**src/core/mac_irq_pkg.sv**
```systemverilog
// constants and carrier types for the mac interrupt logic
// assumes one system clock domain shared with the mac, mmu and phy serial logic
package mac_irq_pkg;

  localparam int unsigned ADDR_W = 4;
  localparam int unsigned DATA_W = 16;
  localparam int unsigned FLAG_W = 8;
  localparam int unsigned PHY_STATUS_W = 9;
  localparam int unsigned TX_CAUSE_W = 4;

  // byte offsets; the flag/ack byte shares a word with the mask byte
  localparam logic [ADDR_W-1:0] EVENT_FLAG_OFFSET = 4'hc;
  localparam logic [ADDR_W-1:0] INTERRUPT_ENABLE_MASK_OFFSET = 4'hd;

  // bit positions inside the flag, ack and mask bytes
  localparam int unsigned RECEIVE_PENDING_BIT = 0;
  localparam int unsigned TX_COMPLETE_BIT = 1;
  localparam int unsigned TX_DRAINED_BIT = 2;
  localparam int unsigned ALLOCATION_DONE_BIT = 3;
  localparam int unsigned RECEIVE_ABORT_BIT = 4;
  localparam int unsigned PROTOCOL_EXCEPTION_BIT = 5;
  localparam int unsigned RESERVED_BIT = 6;
  localparam int unsigned PHY_STATUS_CHANGE_BIT = 7;

  // tx error cause positions
  localparam int unsigned SQE_TEST_ERROR_BIT = 0;
  localparam int unsigned CARRIER_LOSS_ERROR_BIT = 1;
  localparam int unsigned LATE_COLLISION_ERROR_BIT = 2;
  localparam int unsigned EXCESS_COLLISION_ERROR_BIT = 3;

  localparam logic [FLAG_W-1:0] INTERRUPT_ENABLE_MASK_RESET = 8'h00;
  localparam logic [FLAG_W-1:0] EVENT_FLAG_RESET = 8'h04;

  // pulses and levels from the protocol handler
  typedef struct packed {
    logic link_transition;
    logic counter_rollover;
    logic counter_reg_read;
    logic transmit_enable_write;
    logic fatal_tx_error;
    logic [TX_CAUSE_W-1:0] tx_error_cause;
    logic tx_done;
  } protocol_event_type;

  typedef struct packed {
    logic link_error_gate;
    logic counter_rollover_gate;
    logic transmit_error_gate;
  } protocol_gate_type;

  typedef struct packed {
    logic overrun;
    logic too_long;
    logic receive_discard_bit;
  } receive_abort_type;

  typedef struct packed {
    logic allocation_failed;
    logic tx_queue_empty;
    logic completion_queue_empty;
    logic receive_queue_empty;
  } queue_state_type;

endpackage : mac_irq_pkg

```
**src/core/phy_status_latch.sv**
```systemverilog
// latches the phy serial status bits on any change, releases on read
// assumes the status vector is produced on clk_i
`timescale 1ns/1ns
`default_nettype none
module phy_status_latch #(
  parameter int unsigned WIDTH = mac_irq_pkg::PHY_STATUS_W
) (
  input wire logic clk_i,
  input wire logic sys_rst_i,
  input wire logic [WIDTH-1:0] live_i,
  input wire logic read_i,
  output logic [WIDTH-1:0] latched_o,
  output logic change_o
);

  initial begin
    if (WIDTH < 1) begin
      $error("phy_status_latch: WIDTH must be at least one");
    end
  end

  logic held_q;
  logic seen_q;
  logic [WIDTH-1:0] latched_q;

  // first capture after a read freezes the value until the next read
  always_ff @(posedge clk_i) begin
    if (sys_rst_i) begin
      latched_q <= '0;
      held_q <= 1'b0;
      seen_q <= 1'b0;
    end else if (read_i) begin
      latched_q <= live_i;
      held_q <= 1'b0;
      seen_q <= 1'b1;
    end else if (!seen_q) begin
      latched_q <= live_i;
      seen_q <= 1'b1;
    end else if (!held_q && live_i != latched_q) begin
      latched_q <= live_i;
      held_q <= 1'b1;
    end
  end

  always_ff @(posedge clk_i) begin
    if (sys_rst_i) begin
      change_o <= 1'b0;
    end else begin
      change_o <= seen_q && !held_q && !read_i && live_i != latched_q;
    end
  end

  assign latched_o = latched_q;

  AST_HOLD_UNTIL_READ: assert property (@(posedge clk_i) disable iff (sys_rst_i)
    held_q && !read_i |=> $stable(latched_q))
    else $error("latched phy status moved while held");

endmodule // phy_status_latch
`default_nettype wire

```
**src/core/mac_interrupt_logic.sv**
```systemverilog
// interrupt flags, enable mask, acknowledge and request output of the mac
// assumes host byte strobes on clk_i, event sources on clk_i from mac logic
//
// Overview of operation
// - each mask bit enables its flag when high; mask clears on reset
// - mask register is reachable as a word or as single bytes
// - request is asserted while any flag and its mask bit are both set
// - phy change flag sets when any of nine phy status bits change
// - phy status bits latch on change, reads refresh them to present values
// - phy change flag clears only on an acknowledge write with its bit
// - protocol exception merges link transition, counter rollover, fatal tx error
// - fatal tx error drops tx success and reports one of four causes
// - each protocol exception source has its own gate bit
// - exception clears by link gate off, counter read, or tx enable set
// - receive abort sets on overrun, over-long frame, or discard bit
// - receive abort stays latched until acknowledged
// - allocation done is the inverse of allocation failure, one cycle later
// - memory manager clears allocation done on next request or failure
// - tx drained sets when tx queue goes empty, held until acknowledged
// - tx complete is the inverse of completion queue empty
// - acknowledging tx complete removes the completion event
// - receive pending is the inverse of receive queue empty
// - write-only acknowledge shares the offset of the read-only flag register
// - flags reset to zero except tx drained, which resets to one
`timescale 1ns/1ns
`default_nettype none
module mac_interrupt_logic #(
  parameter int unsigned PHY_STATUS_W = mac_irq_pkg::PHY_STATUS_W
) (
  input wire logic clk_i,
  input wire logic sys_rst_i,
  input wire logic [mac_irq_pkg::ADDR_W-1:0] addr_i,
  input wire logic [1:0] byte_en_i,
  input wire logic wr_i,
  input wire logic rd_i,
  input wire logic [mac_irq_pkg::DATA_W-1:0] wdata_i,
  output logic [mac_irq_pkg::DATA_W-1:0] rdata_o,
  input wire logic [PHY_STATUS_W-1:0] phy_status_live_i,
  input wire logic phy_status_read_i,
  output logic [PHY_STATUS_W-1:0] phy_status_o,
  input wire mac_irq_pkg::protocol_event_type protocol_event_i,
  input wire mac_irq_pkg::protocol_gate_type protocol_gate_i,
  input wire mac_irq_pkg::receive_abort_type receive_abort_i,
  input wire mac_irq_pkg::queue_state_type queue_state_i,
  output logic transmit_enable_bit_o,
  output logic transmit_success_bit_o,
  output logic [mac_irq_pkg::TX_CAUSE_W-1:0] tx_error_cause_o,
  output logic completion_pop_o,
  output logic irq_o
);

  localparam int unsigned FW = mac_irq_pkg::FLAG_W;

  initial begin
    if (PHY_STATUS_W != mac_irq_pkg::PHY_STATUS_W) begin
      $error("mac_interrupt_logic: phy status width must be nine");
    end
  end

  // decodes a byte lane hit at the given byte offset
  function automatic logic lane_hit(input logic [mac_irq_pkg::ADDR_W-1:0] addr,
                                    input logic [1:0] be,
                                    input logic [mac_irq_pkg::ADDR_W-1:0] offset);
    lane_hit = (addr[mac_irq_pkg::ADDR_W-1:1] == offset[mac_irq_pkg::ADDR_W-1:1])
               && be[offset[0]];
  endfunction

  logic ack_wr;
  logic mask_wr;
  logic flag_rd;
  logic mask_rd;
  logic [FW-1:0] ack_bits;

  assign ack_wr = wr_i && lane_hit(addr_i, byte_en_i, mac_irq_pkg::EVENT_FLAG_OFFSET);
  assign mask_wr = wr_i && lane_hit(addr_i, byte_en_i,
                                    mac_irq_pkg::INTERRUPT_ENABLE_MASK_OFFSET);
  assign flag_rd = rd_i && lane_hit(addr_i, byte_en_i, mac_irq_pkg::EVENT_FLAG_OFFSET);
  assign mask_rd = rd_i && lane_hit(addr_i, byte_en_i,
                                    mac_irq_pkg::INTERRUPT_ENABLE_MASK_OFFSET);
  assign ack_bits = ack_wr ? wdata_i[FW-1:0] : '0;

  // enable mask
  logic [FW-1:0] interrupt_enable_mask_q;

  // reserved bit is stored as written; the flag behind it never sets
  always_ff @(posedge clk_i) begin
    if (sys_rst_i) begin
      interrupt_enable_mask_q <= mac_irq_pkg::INTERRUPT_ENABLE_MASK_RESET;
    end else if (mask_wr) begin
      interrupt_enable_mask_q <= wdata_i[2*FW-1:FW];
    end
  end

  // phy status change
  logic phy_change;
  logic phy_status_change_flag_q;

  phy_status_latch #(
    .WIDTH(PHY_STATUS_W)
  ) u_phy_latch (
    .clk_i(clk_i),
    .sys_rst_i(sys_rst_i),
    .live_i(phy_status_live_i),
    .read_i(phy_status_read_i),
    .latched_o(phy_status_o),
    .change_o(phy_change)
  );

  always_ff @(posedge clk_i) begin
    if (sys_rst_i) begin
      phy_status_change_flag_q <= 1'b0;
    end else if (phy_change) begin
      phy_status_change_flag_q <= 1'b1;
    end else if (ack_bits[mac_irq_pkg::PHY_STATUS_CHANGE_BIT]) begin
      phy_status_change_flag_q <= 1'b0;
    end
  end

  // protocol exception: one sticky cause per source
  logic link_cause_q;
  logic rollover_cause_q;
  logic tx_error_cause_q;
  logic fatal_tx;

  assign fatal_tx = protocol_event_i.fatal_tx_error;

  always_ff @(posedge clk_i) begin
    if (sys_rst_i) begin
      link_cause_q <= 1'b0;
    end else if (!protocol_gate_i.link_error_gate) begin
      link_cause_q <= 1'b0;
    end else if (protocol_event_i.link_transition) begin
      link_cause_q <= 1'b1;
    end
  end

  always_ff @(posedge clk_i) begin
    if (sys_rst_i) begin
      rollover_cause_q <= 1'b0;
    end else if (protocol_event_i.counter_rollover && protocol_gate_i.counter_rollover_gate) begin
      rollover_cause_q <= 1'b1;
    end else if (protocol_event_i.counter_reg_read) begin
      rollover_cause_q <= 1'b0;
    end
  end

  always_ff @(posedge clk_i) begin
    if (sys_rst_i) begin
      tx_error_cause_q <= 1'b0;
    end else if (fatal_tx && protocol_gate_i.transmit_error_gate) begin
      tx_error_cause_q <= 1'b1;
    end else if (protocol_event_i.transmit_enable_write) begin
      tx_error_cause_q <= 1'b0;
    end
  end

  // a fatal error forces transmit off and success low
  always_ff @(posedge clk_i) begin
    if (sys_rst_i) begin
      transmit_enable_bit_o <= 1'b0;
      transmit_success_bit_o <= 1'b0;
      tx_error_cause_o <= '0;
    end else if (fatal_tx) begin
      transmit_enable_bit_o <= 1'b0;
      transmit_success_bit_o <= 1'b0;
      tx_error_cause_o <= protocol_event_i.tx_error_cause;
    end else begin
      if (protocol_event_i.transmit_enable_write) begin
        transmit_enable_bit_o <= 1'b1;
      end
      if (protocol_event_i.tx_done) begin
        transmit_success_bit_o <= 1'b1;
        tx_error_cause_o <= '0;
      end
    end
  end

  // receive abort
  logic receive_abort_flag_q;
  logic abort_event;

  assign abort_event = receive_abort_i.overrun || receive_abort_i.too_long
                       || receive_abort_i.receive_discard_bit;

  always_ff @(posedge clk_i) begin
    if (sys_rst_i) begin
      receive_abort_flag_q <= 1'b0;
    end else if (abort_event) begin
      receive_abort_flag_q <= 1'b1;
    end else if (ack_bits[mac_irq_pkg::RECEIVE_ABORT_BIT]) begin
      receive_abort_flag_q <= 1'b0;
    end
  end

  // tx drained: edge of the queue empty level
  logic tx_empty_prev_q;
  logic tx_drained_flag_q;

  always_ff @(posedge clk_i) begin
    if (sys_rst_i) begin
      tx_empty_prev_q <= 1'b1;
    end else begin
      tx_empty_prev_q <= queue_state_i.tx_queue_empty;
    end
  end

  always_ff @(posedge clk_i) begin
    if (sys_rst_i) begin
      tx_drained_flag_q <= mac_irq_pkg::EVENT_FLAG_RESET[mac_irq_pkg::TX_DRAINED_BIT];
    end else if (queue_state_i.tx_queue_empty && !tx_empty_prev_q) begin
      tx_drained_flag_q <= 1'b1;
    end else if (ack_bits[mac_irq_pkg::TX_DRAINED_BIT]) begin
      tx_drained_flag_q <= 1'b0;
    end
  end

  // queue-mirror flags follow their sources one cycle later
  logic allocation_done_flag_q;
  logic tx_complete_flag_q;
  logic receive_pending_flag_q;

  always_ff @(posedge clk_i) begin
    if (sys_rst_i) begin
      allocation_done_flag_q <= 1'b0;
      tx_complete_flag_q <= 1'b0;
      receive_pending_flag_q <= 1'b0;
    end else begin
      allocation_done_flag_q <= !queue_state_i.allocation_failed;
      tx_complete_flag_q <= !queue_state_i.completion_queue_empty;
      receive_pending_flag_q <= !queue_state_i.receive_queue_empty;
    end
  end

  // removal of a serviced completion entry; the mmu pops its queue
  always_ff @(posedge clk_i) begin
    if (sys_rst_i) begin
      completion_pop_o <= 1'b0;
    end else begin
      completion_pop_o <= ack_bits[mac_irq_pkg::TX_COMPLETE_BIT]
                          && !queue_state_i.completion_queue_empty;
    end
  end

  // assembled flag byte
  logic [FW-1:0] event_flag_register;

  always_comb begin
    event_flag_register = '0;
    event_flag_register[mac_irq_pkg::PHY_STATUS_CHANGE_BIT] = phy_status_change_flag_q;
    event_flag_register[mac_irq_pkg::PROTOCOL_EXCEPTION_BIT] =
      link_cause_q || rollover_cause_q || tx_error_cause_q;
    event_flag_register[mac_irq_pkg::RECEIVE_ABORT_BIT] = receive_abort_flag_q;
    event_flag_register[mac_irq_pkg::ALLOCATION_DONE_BIT] = allocation_done_flag_q;
    event_flag_register[mac_irq_pkg::TX_DRAINED_BIT] = tx_drained_flag_q;
    event_flag_register[mac_irq_pkg::TX_COMPLETE_BIT] = tx_complete_flag_q;
    event_flag_register[mac_irq_pkg::RECEIVE_PENDING_BIT] = receive_pending_flag_q;
  end

  // interrupt request, one register stage after the flags
  always_ff @(posedge clk_i) begin
    if (sys_rst_i) begin
      irq_o <= 1'b0;
    end else begin
      irq_o <= |(event_flag_register & interrupt_enable_mask_q);
    end
  end

  // read data one cycle after the strobe; unselected lanes read zero
  always_ff @(posedge clk_i) begin
    if (sys_rst_i) begin
      rdata_o <= '0;
    end else begin
      rdata_o <= {(mask_rd ? interrupt_enable_mask_q : 8'h00),
                  (flag_rd ? event_flag_register : 8'h00)};
    end
  end

  AST_IRQ_FROM_FLAGS: assert property (@(posedge clk_i) disable iff (sys_rst_i)
    |(event_flag_register & interrupt_enable_mask_q) |=> irq_o)
    else $error("request missing with an enabled flag set");

  AST_IRQ_MASKED: assert property (@(posedge clk_i) disable iff (sys_rst_i)
    (interrupt_enable_mask_q == 8'h00) |=> !irq_o)
    else $error("request raised with an all-zero mask");

  AST_MASK_BYTE_WRITE: assert property (@(posedge clk_i) disable iff (sys_rst_i)
    mask_wr |=> interrupt_enable_mask_q == $past(wdata_i[15:8]))
    else $error("mask byte write not stored");

  AST_PHY_ACK_ONLY: assert property (@(posedge clk_i) disable iff (sys_rst_i)
    phy_status_change_flag_q && !ack_bits[7] |=> phy_status_change_flag_q)
    else $error("phy change flag cleared without acknowledge");

  AST_ABORT_SET_WINS: assert property (@(posedge clk_i) disable iff (sys_rst_i)
    abort_event && ack_bits[4] |=> receive_abort_flag_q)
    else $error("abort event lost to acknowledge");

  AST_ABORT_ACK: assert property (@(posedge clk_i) disable iff (sys_rst_i)
    !abort_event && ack_bits[4] |=> !receive_abort_flag_q)
    else $error("abort flag survived acknowledge");

  AST_DRAINED_HOLD: assert property (@(posedge clk_i) disable iff (sys_rst_i)
    tx_drained_flag_q && !ack_bits[2] |=> tx_drained_flag_q)
    else $error("drained flag dropped without acknowledge");

  AST_TX_COMPLETE_MIRROR: assert property (@(posedge clk_i) disable iff (sys_rst_i)
    ##1 tx_complete_flag_q == !$past(queue_state_i.completion_queue_empty))
    else $error("tx complete not inverse of completion empty");

  AST_ALLOC_MIRROR: assert property (@(posedge clk_i) disable iff (sys_rst_i)
    ##1 allocation_done_flag_q == !$past(queue_state_i.allocation_failed))
    else $error("allocation done not inverse of failure");

  AST_RX_PENDING_MIRROR: assert property (@(posedge clk_i) disable iff (sys_rst_i)
    queue_state_i.receive_queue_empty ##1 queue_state_i.receive_queue_empty
    |-> !receive_pending_flag_q)
    else $error("receive pending set on empty queue");

  AST_FATAL_TX: assert property (@(posedge clk_i) disable iff (sys_rst_i)
    fatal_tx |=> !transmit_enable_bit_o && !transmit_success_bit_o)
    else $error("fatal tx error left transmit enabled or successful");

  AST_TX_ERR_CLEAR: assert property (@(posedge clk_i) disable iff (sys_rst_i)
    protocol_event_i.transmit_enable_write && !fatal_tx |=> !tx_error_cause_q)
    else $error("tx error cause not cleared by transmit enable");

  AST_LINK_GATE: assert property (@(posedge clk_i) disable iff (sys_rst_i)
    !protocol_gate_i.link_error_gate |=> !link_cause_q)
    else $error("link cause held with gate off");

  AST_COMPLETION_POP: assert property (@(posedge clk_i) disable iff (sys_rst_i)
    ack_bits[1] && !queue_state_i.completion_queue_empty |=> completion_pop_o)
    else $error("tx complete acknowledge did not pop");

endmodule // mac_interrupt_logic
`default_nettype wire

```
**config.mk**
```make
export PLATFORM = sky130hd
export DESIGN_NAME = mac_interrupt_logic
export DESIGN_NICKNAME = d
export VERILOG_FILES = /design/src/core/mac_irq_pkg.sv /design/src/core/phy_status_latch.sv /design/src/core/mac_interrupt_logic.sv
export SDC_FILE = /design/constraint.sdc
export NUM_CORES = 1
export LEC_CHECK = 0
export BUFFER_PORTS_ARGS = -buffer_cell sky130_fd_sc_hd__buf_2
export CORE_MARGIN = 4
export CORE_UTILIZATION = 49
export DETAILED_ROUTE_END_ITERATION = 8
export PLACE_DENSITY = 0.85
export SLEW_MARGIN = 40
export SYNTH_ARGS = -nofsm -noshare
export SYNTH_HDL_FRONTEND = slang
export SYNTH_HIERARCHICAL = 1
export SYNTH_SLANG_ARGS = --single-unit
```
**constraint.sdc**
```tcl
create_clock -name clk_i -period 1.85 [get_ports clk_i]
set_clock_uncertainty 0.05 [all_clocks]
set_input_delay 0.37 -clock clk_i [delete_from_list [all_inputs] [get_ports clk_i]]
set_output_delay 0.37 -clock clk_i [all_outputs]
set_load 0.01 [all_outputs]
```
==> impl_metrics.ini <==
[clock_tree]
cts_made_buffers = 5
cts_buffer_depth = 2
clkTransAtPathRegs_ps = 90
cts_resized = 0
post-cts-setup-buffers = 0
clk_latency_ps = 300
root_buffer = clkbuf_8
cts_tree = yes
holdBufCountCts = 0
cts_sinks = 53
ctsHtreeMaxLevel = 2

[sta]
fin_crit_ps = 1450
final_hold_viol_count = 0
tns_ps = 0
period_share_pct = 78.6
grt_setup_unrepaired = false
finalSetupViolCount = 0
max_freq_mhz = 687
slew_violations = 0

[layout]
final_cell_area_um2 = 2500
antennaDiodeCount = 0
fin_nets = 344
area_growth_pct = 27.9
drive_gt1_share_pct = 33.9
seq_area_um2 = 1060
multi_input_area_um2 = 815
fillers = 320
final-instance-count-excl-fill = 337

[setup_path]
crit_path_max_incr_delay_ps = 370
r2r_slack_ps = 400
r2r-start = u_phy_latch/latched_o[0]
path_delay_family = flip-flops
arrival_ps = 1630
start_kind = flip-flop
path_class = reg2reg
crit_buf_inv = 1
end_kind = flip-flop
cpMaxStageDelayCell = dfxtp_1
path_cells = xnor2_1 > nand4_1 > o31ai_2 > buf_4 > mux2i_1
timing.rr.end = u_phy_latch/latched_o[5]
worstPathRequired_ps = 2030
r2r.worst_path.cells = 5
crit_fanout = 5
critPathLaunch = u_phy_latch/latched_o[0]

[job]
drv_cap = 0

[pwr]
leakage_nw = 1.11
peakVddDrop_v = 0.000550
p_total_mw = 2.18
power_density_nw_per_um2 = 869

[floorplanning]
die_width_um = 71.2
die_y_um = 71.2
row_count = 22
core_um2 = 3770
die_area_um2 = 5070
initial_core_util_pct = 51.9
boundaryPins = 89

[worst_hold_path]
hold_start = queue_state_i[3]
whs_path_depth = 2
min_path_type = in2reg
hold_end = allocation_done_flag_q

[global_route]
gr-usage-all-layers_pct = 16.2
grt_max_degree = 20
grt_pass1_wl_mm = 6.58
antenna_found_initial = 0
grt_pass1_vias = 1545
grt-ovfl-total = 0

[placed_design]
dp_cells = 329
placed_cell_area_um2 = 2390
io_buffers = 82
hpwl_mm = 3.29
gp_congestion = 0.828

[synthesis]
synth_ff_type = dfxtp_1
synthArstFlopShare_pct = 0
ys_seq_elements = 53
synth_area_per_cell_um2 = 9.55
syn_nets = 261
yosys_warnings = 6
synth-edff-count = 0
yosysSeqAreaShare_pct = 54.2
syn_area_um2 = 1960
synthCells = 205
synthDistinctLibCells = 35

[routing]
postRouteAntennaNets = 0
drt_iter0_markers = 113
avgRoutedWirePerCell_um = 12.4
vias = 1716
drc_errors = 0
wl_mm = 4.18
viasPerCell = 5.09
dr.pass1.iters = 4

[status]
status = finished clean
==> Yosys cell counts (4+ instances only) <==
cell      number  area, um2
and2_1        15       93.8
xnor2_1        9       78.8
clkbuf_1       4       15.0
a21oi_1       16       80.1
nand2_1       25       93.8
mux2i_1        9       90.1
dfxtp_1       53       1060
nand3_1       12       60.1
o21ai_0       10       50.1
nor3b_1        5       37.5
nor2_1        10       37.5
nor3_1         4       20.0
==> how the worst max path moves through the flow <==
stage | depth (start not counted) | endpoint | slack (ps)
after detailed placement | 6 | u_phy_latch/latched_o[5] | 260
after global placement | 6 | u_phy_latch/latched_o[8] | 310
after floorplan | 5 | u_phy_latch/latched_o[0] | 490
after global routing | 5 | u_phy_latch/latched_o[8] | 260
after CTS | 5 | u_phy_latch/latched_o[5] | 370
final | 5 | u_phy_latch/latched_o[5] | 400
==> worst register-to-register path, stage by stage, from the launching register on <==
cell and delay [ps]:
dfxtp_1 370, xnor2_1 130, nand4_1 160, o31ai_2 270, buf_4 200, mux2i_1 190
==> stage by stage <==
step / hold WS [ps] / utilization, % / setup slack (ps)
floorplan: 361 / - / 491
global placement: 363 / 63.4 / 312
detailed placement: 374 / 63.4 / 257
CTS: 161 / 66.4 / 371
global route: 162 / 66.4 / 261
finish: 165 / 66.4 / 395
==> layer usage <==
| layer | wire, um | vias up | part of all wire, % | track usage, % |
|---|---|---|---|---|
| met4 | 50 | 0 | 1.2 | 5.43 |
| met3 | 404 | 7 | 9.7 | 5.40 |
| met1 | 1640 | 769 | 39 | 19.0 |
| met2 | 2090 | 82 | 50 | 27.6 |
| met5 | 0 | - | 0 | 0 |
| li1 | - | 858 | - | - |
==> report_power, final <==
group	leakage [nW]	total (mW)	internal [mW]	switching [mW]
combinational	0.623	0.203	0.0980	0.105
clock	0.0585	0.776	0.406	0.370
sequential	0.434	1.20	1.18	0.0223
total	1.11	2.18	1.68	0.498
==> flip-flops by register name, indices dropped and copies added, names as in the netlist <==
signal	count
receive_abort_flag_q	1
completion_pop_o	1
phy_status_change_flag_q	1
u_phy_latch/change_o	1
tx_error_cause_o	4
tx_error_cause_q	1
tx_complete_flag_q	1
allocation_done_flag_q	1
tx_drained_flag_q	1
transmit_enable_bit_o	1
u_phy_latch/seen_q	1
u_phy_latch/held_q	1
rollover_cause_q	1
rdata_o	15
receive_pending_flag_q	1
u_phy_latch/latched_o	9
tx_empty_prev_q	1
irq_o	1
link_cause_q	1
transmit_success_bit_o	1
interrupt_enable_mask_q	8
==> cell families (layout without fill, tap and decap cells) <==
group | count (synthesis) | after routing | synth area share (%)
AND/OR/NAND/NOR | 83 | 83 | 21.8
flip-flops | 53 | 53 | 54.2
AO/OA/AOI/OAI | 36 | 36 | 11.0
buffers and inverters | 14 | 98 | 4.16
XOR/XNOR | 9 | 9 | 4.03
multiplexers | 9 | 9 | 4.60
other | 1 | 1 | 0.192
==> cell usage in the layout, fill, tap and decap left out <==
cell	instances
nand4_1	2
nor3_1	4
o21ai_0	10
o31a_1	1
a21oi_1	16
clkinv_1	1
mux2i_1	9
inv_1	3
clkinv_2	1
nand4bb_1	1
nand3b_1	1
a211oi_1	1
dfxtp_1	53
a22oi_1	3
a221o_1	1
clkbuf_8	5
nor2_1	10
nand2_1	25
nor4_1	1
nand2b_1	2
o31ai_1	2
xnor2_1	9
buf_4	4
nor3b_1	5
nor2_2	2
or2_2	1
buf_2	82
a41oi_1	1
bufinv_16	1
nand3_1	12
and3b_1	1
and2_1	15
conb_1	1
inv_6	1
o31ai_2	1
nor2b_1	1
==> layout make-up <==
| class | count | area share (%) |
|---|---|---|
| Sequential cell | 53 | 42.4 |
| Multi-Input combinational cell | 138 | 32.5 |
| Timing Repair Buffer | 86 | 17.6 |
| Clock buffer | 5 | 2.75 |
| Tap cell | 48 | 2.40 |
| Clock inverter | 3 | 1.75 |
| Inverter | 4 | 0.600 |
No activity file was read; power rests on OpenSTA's default activity.
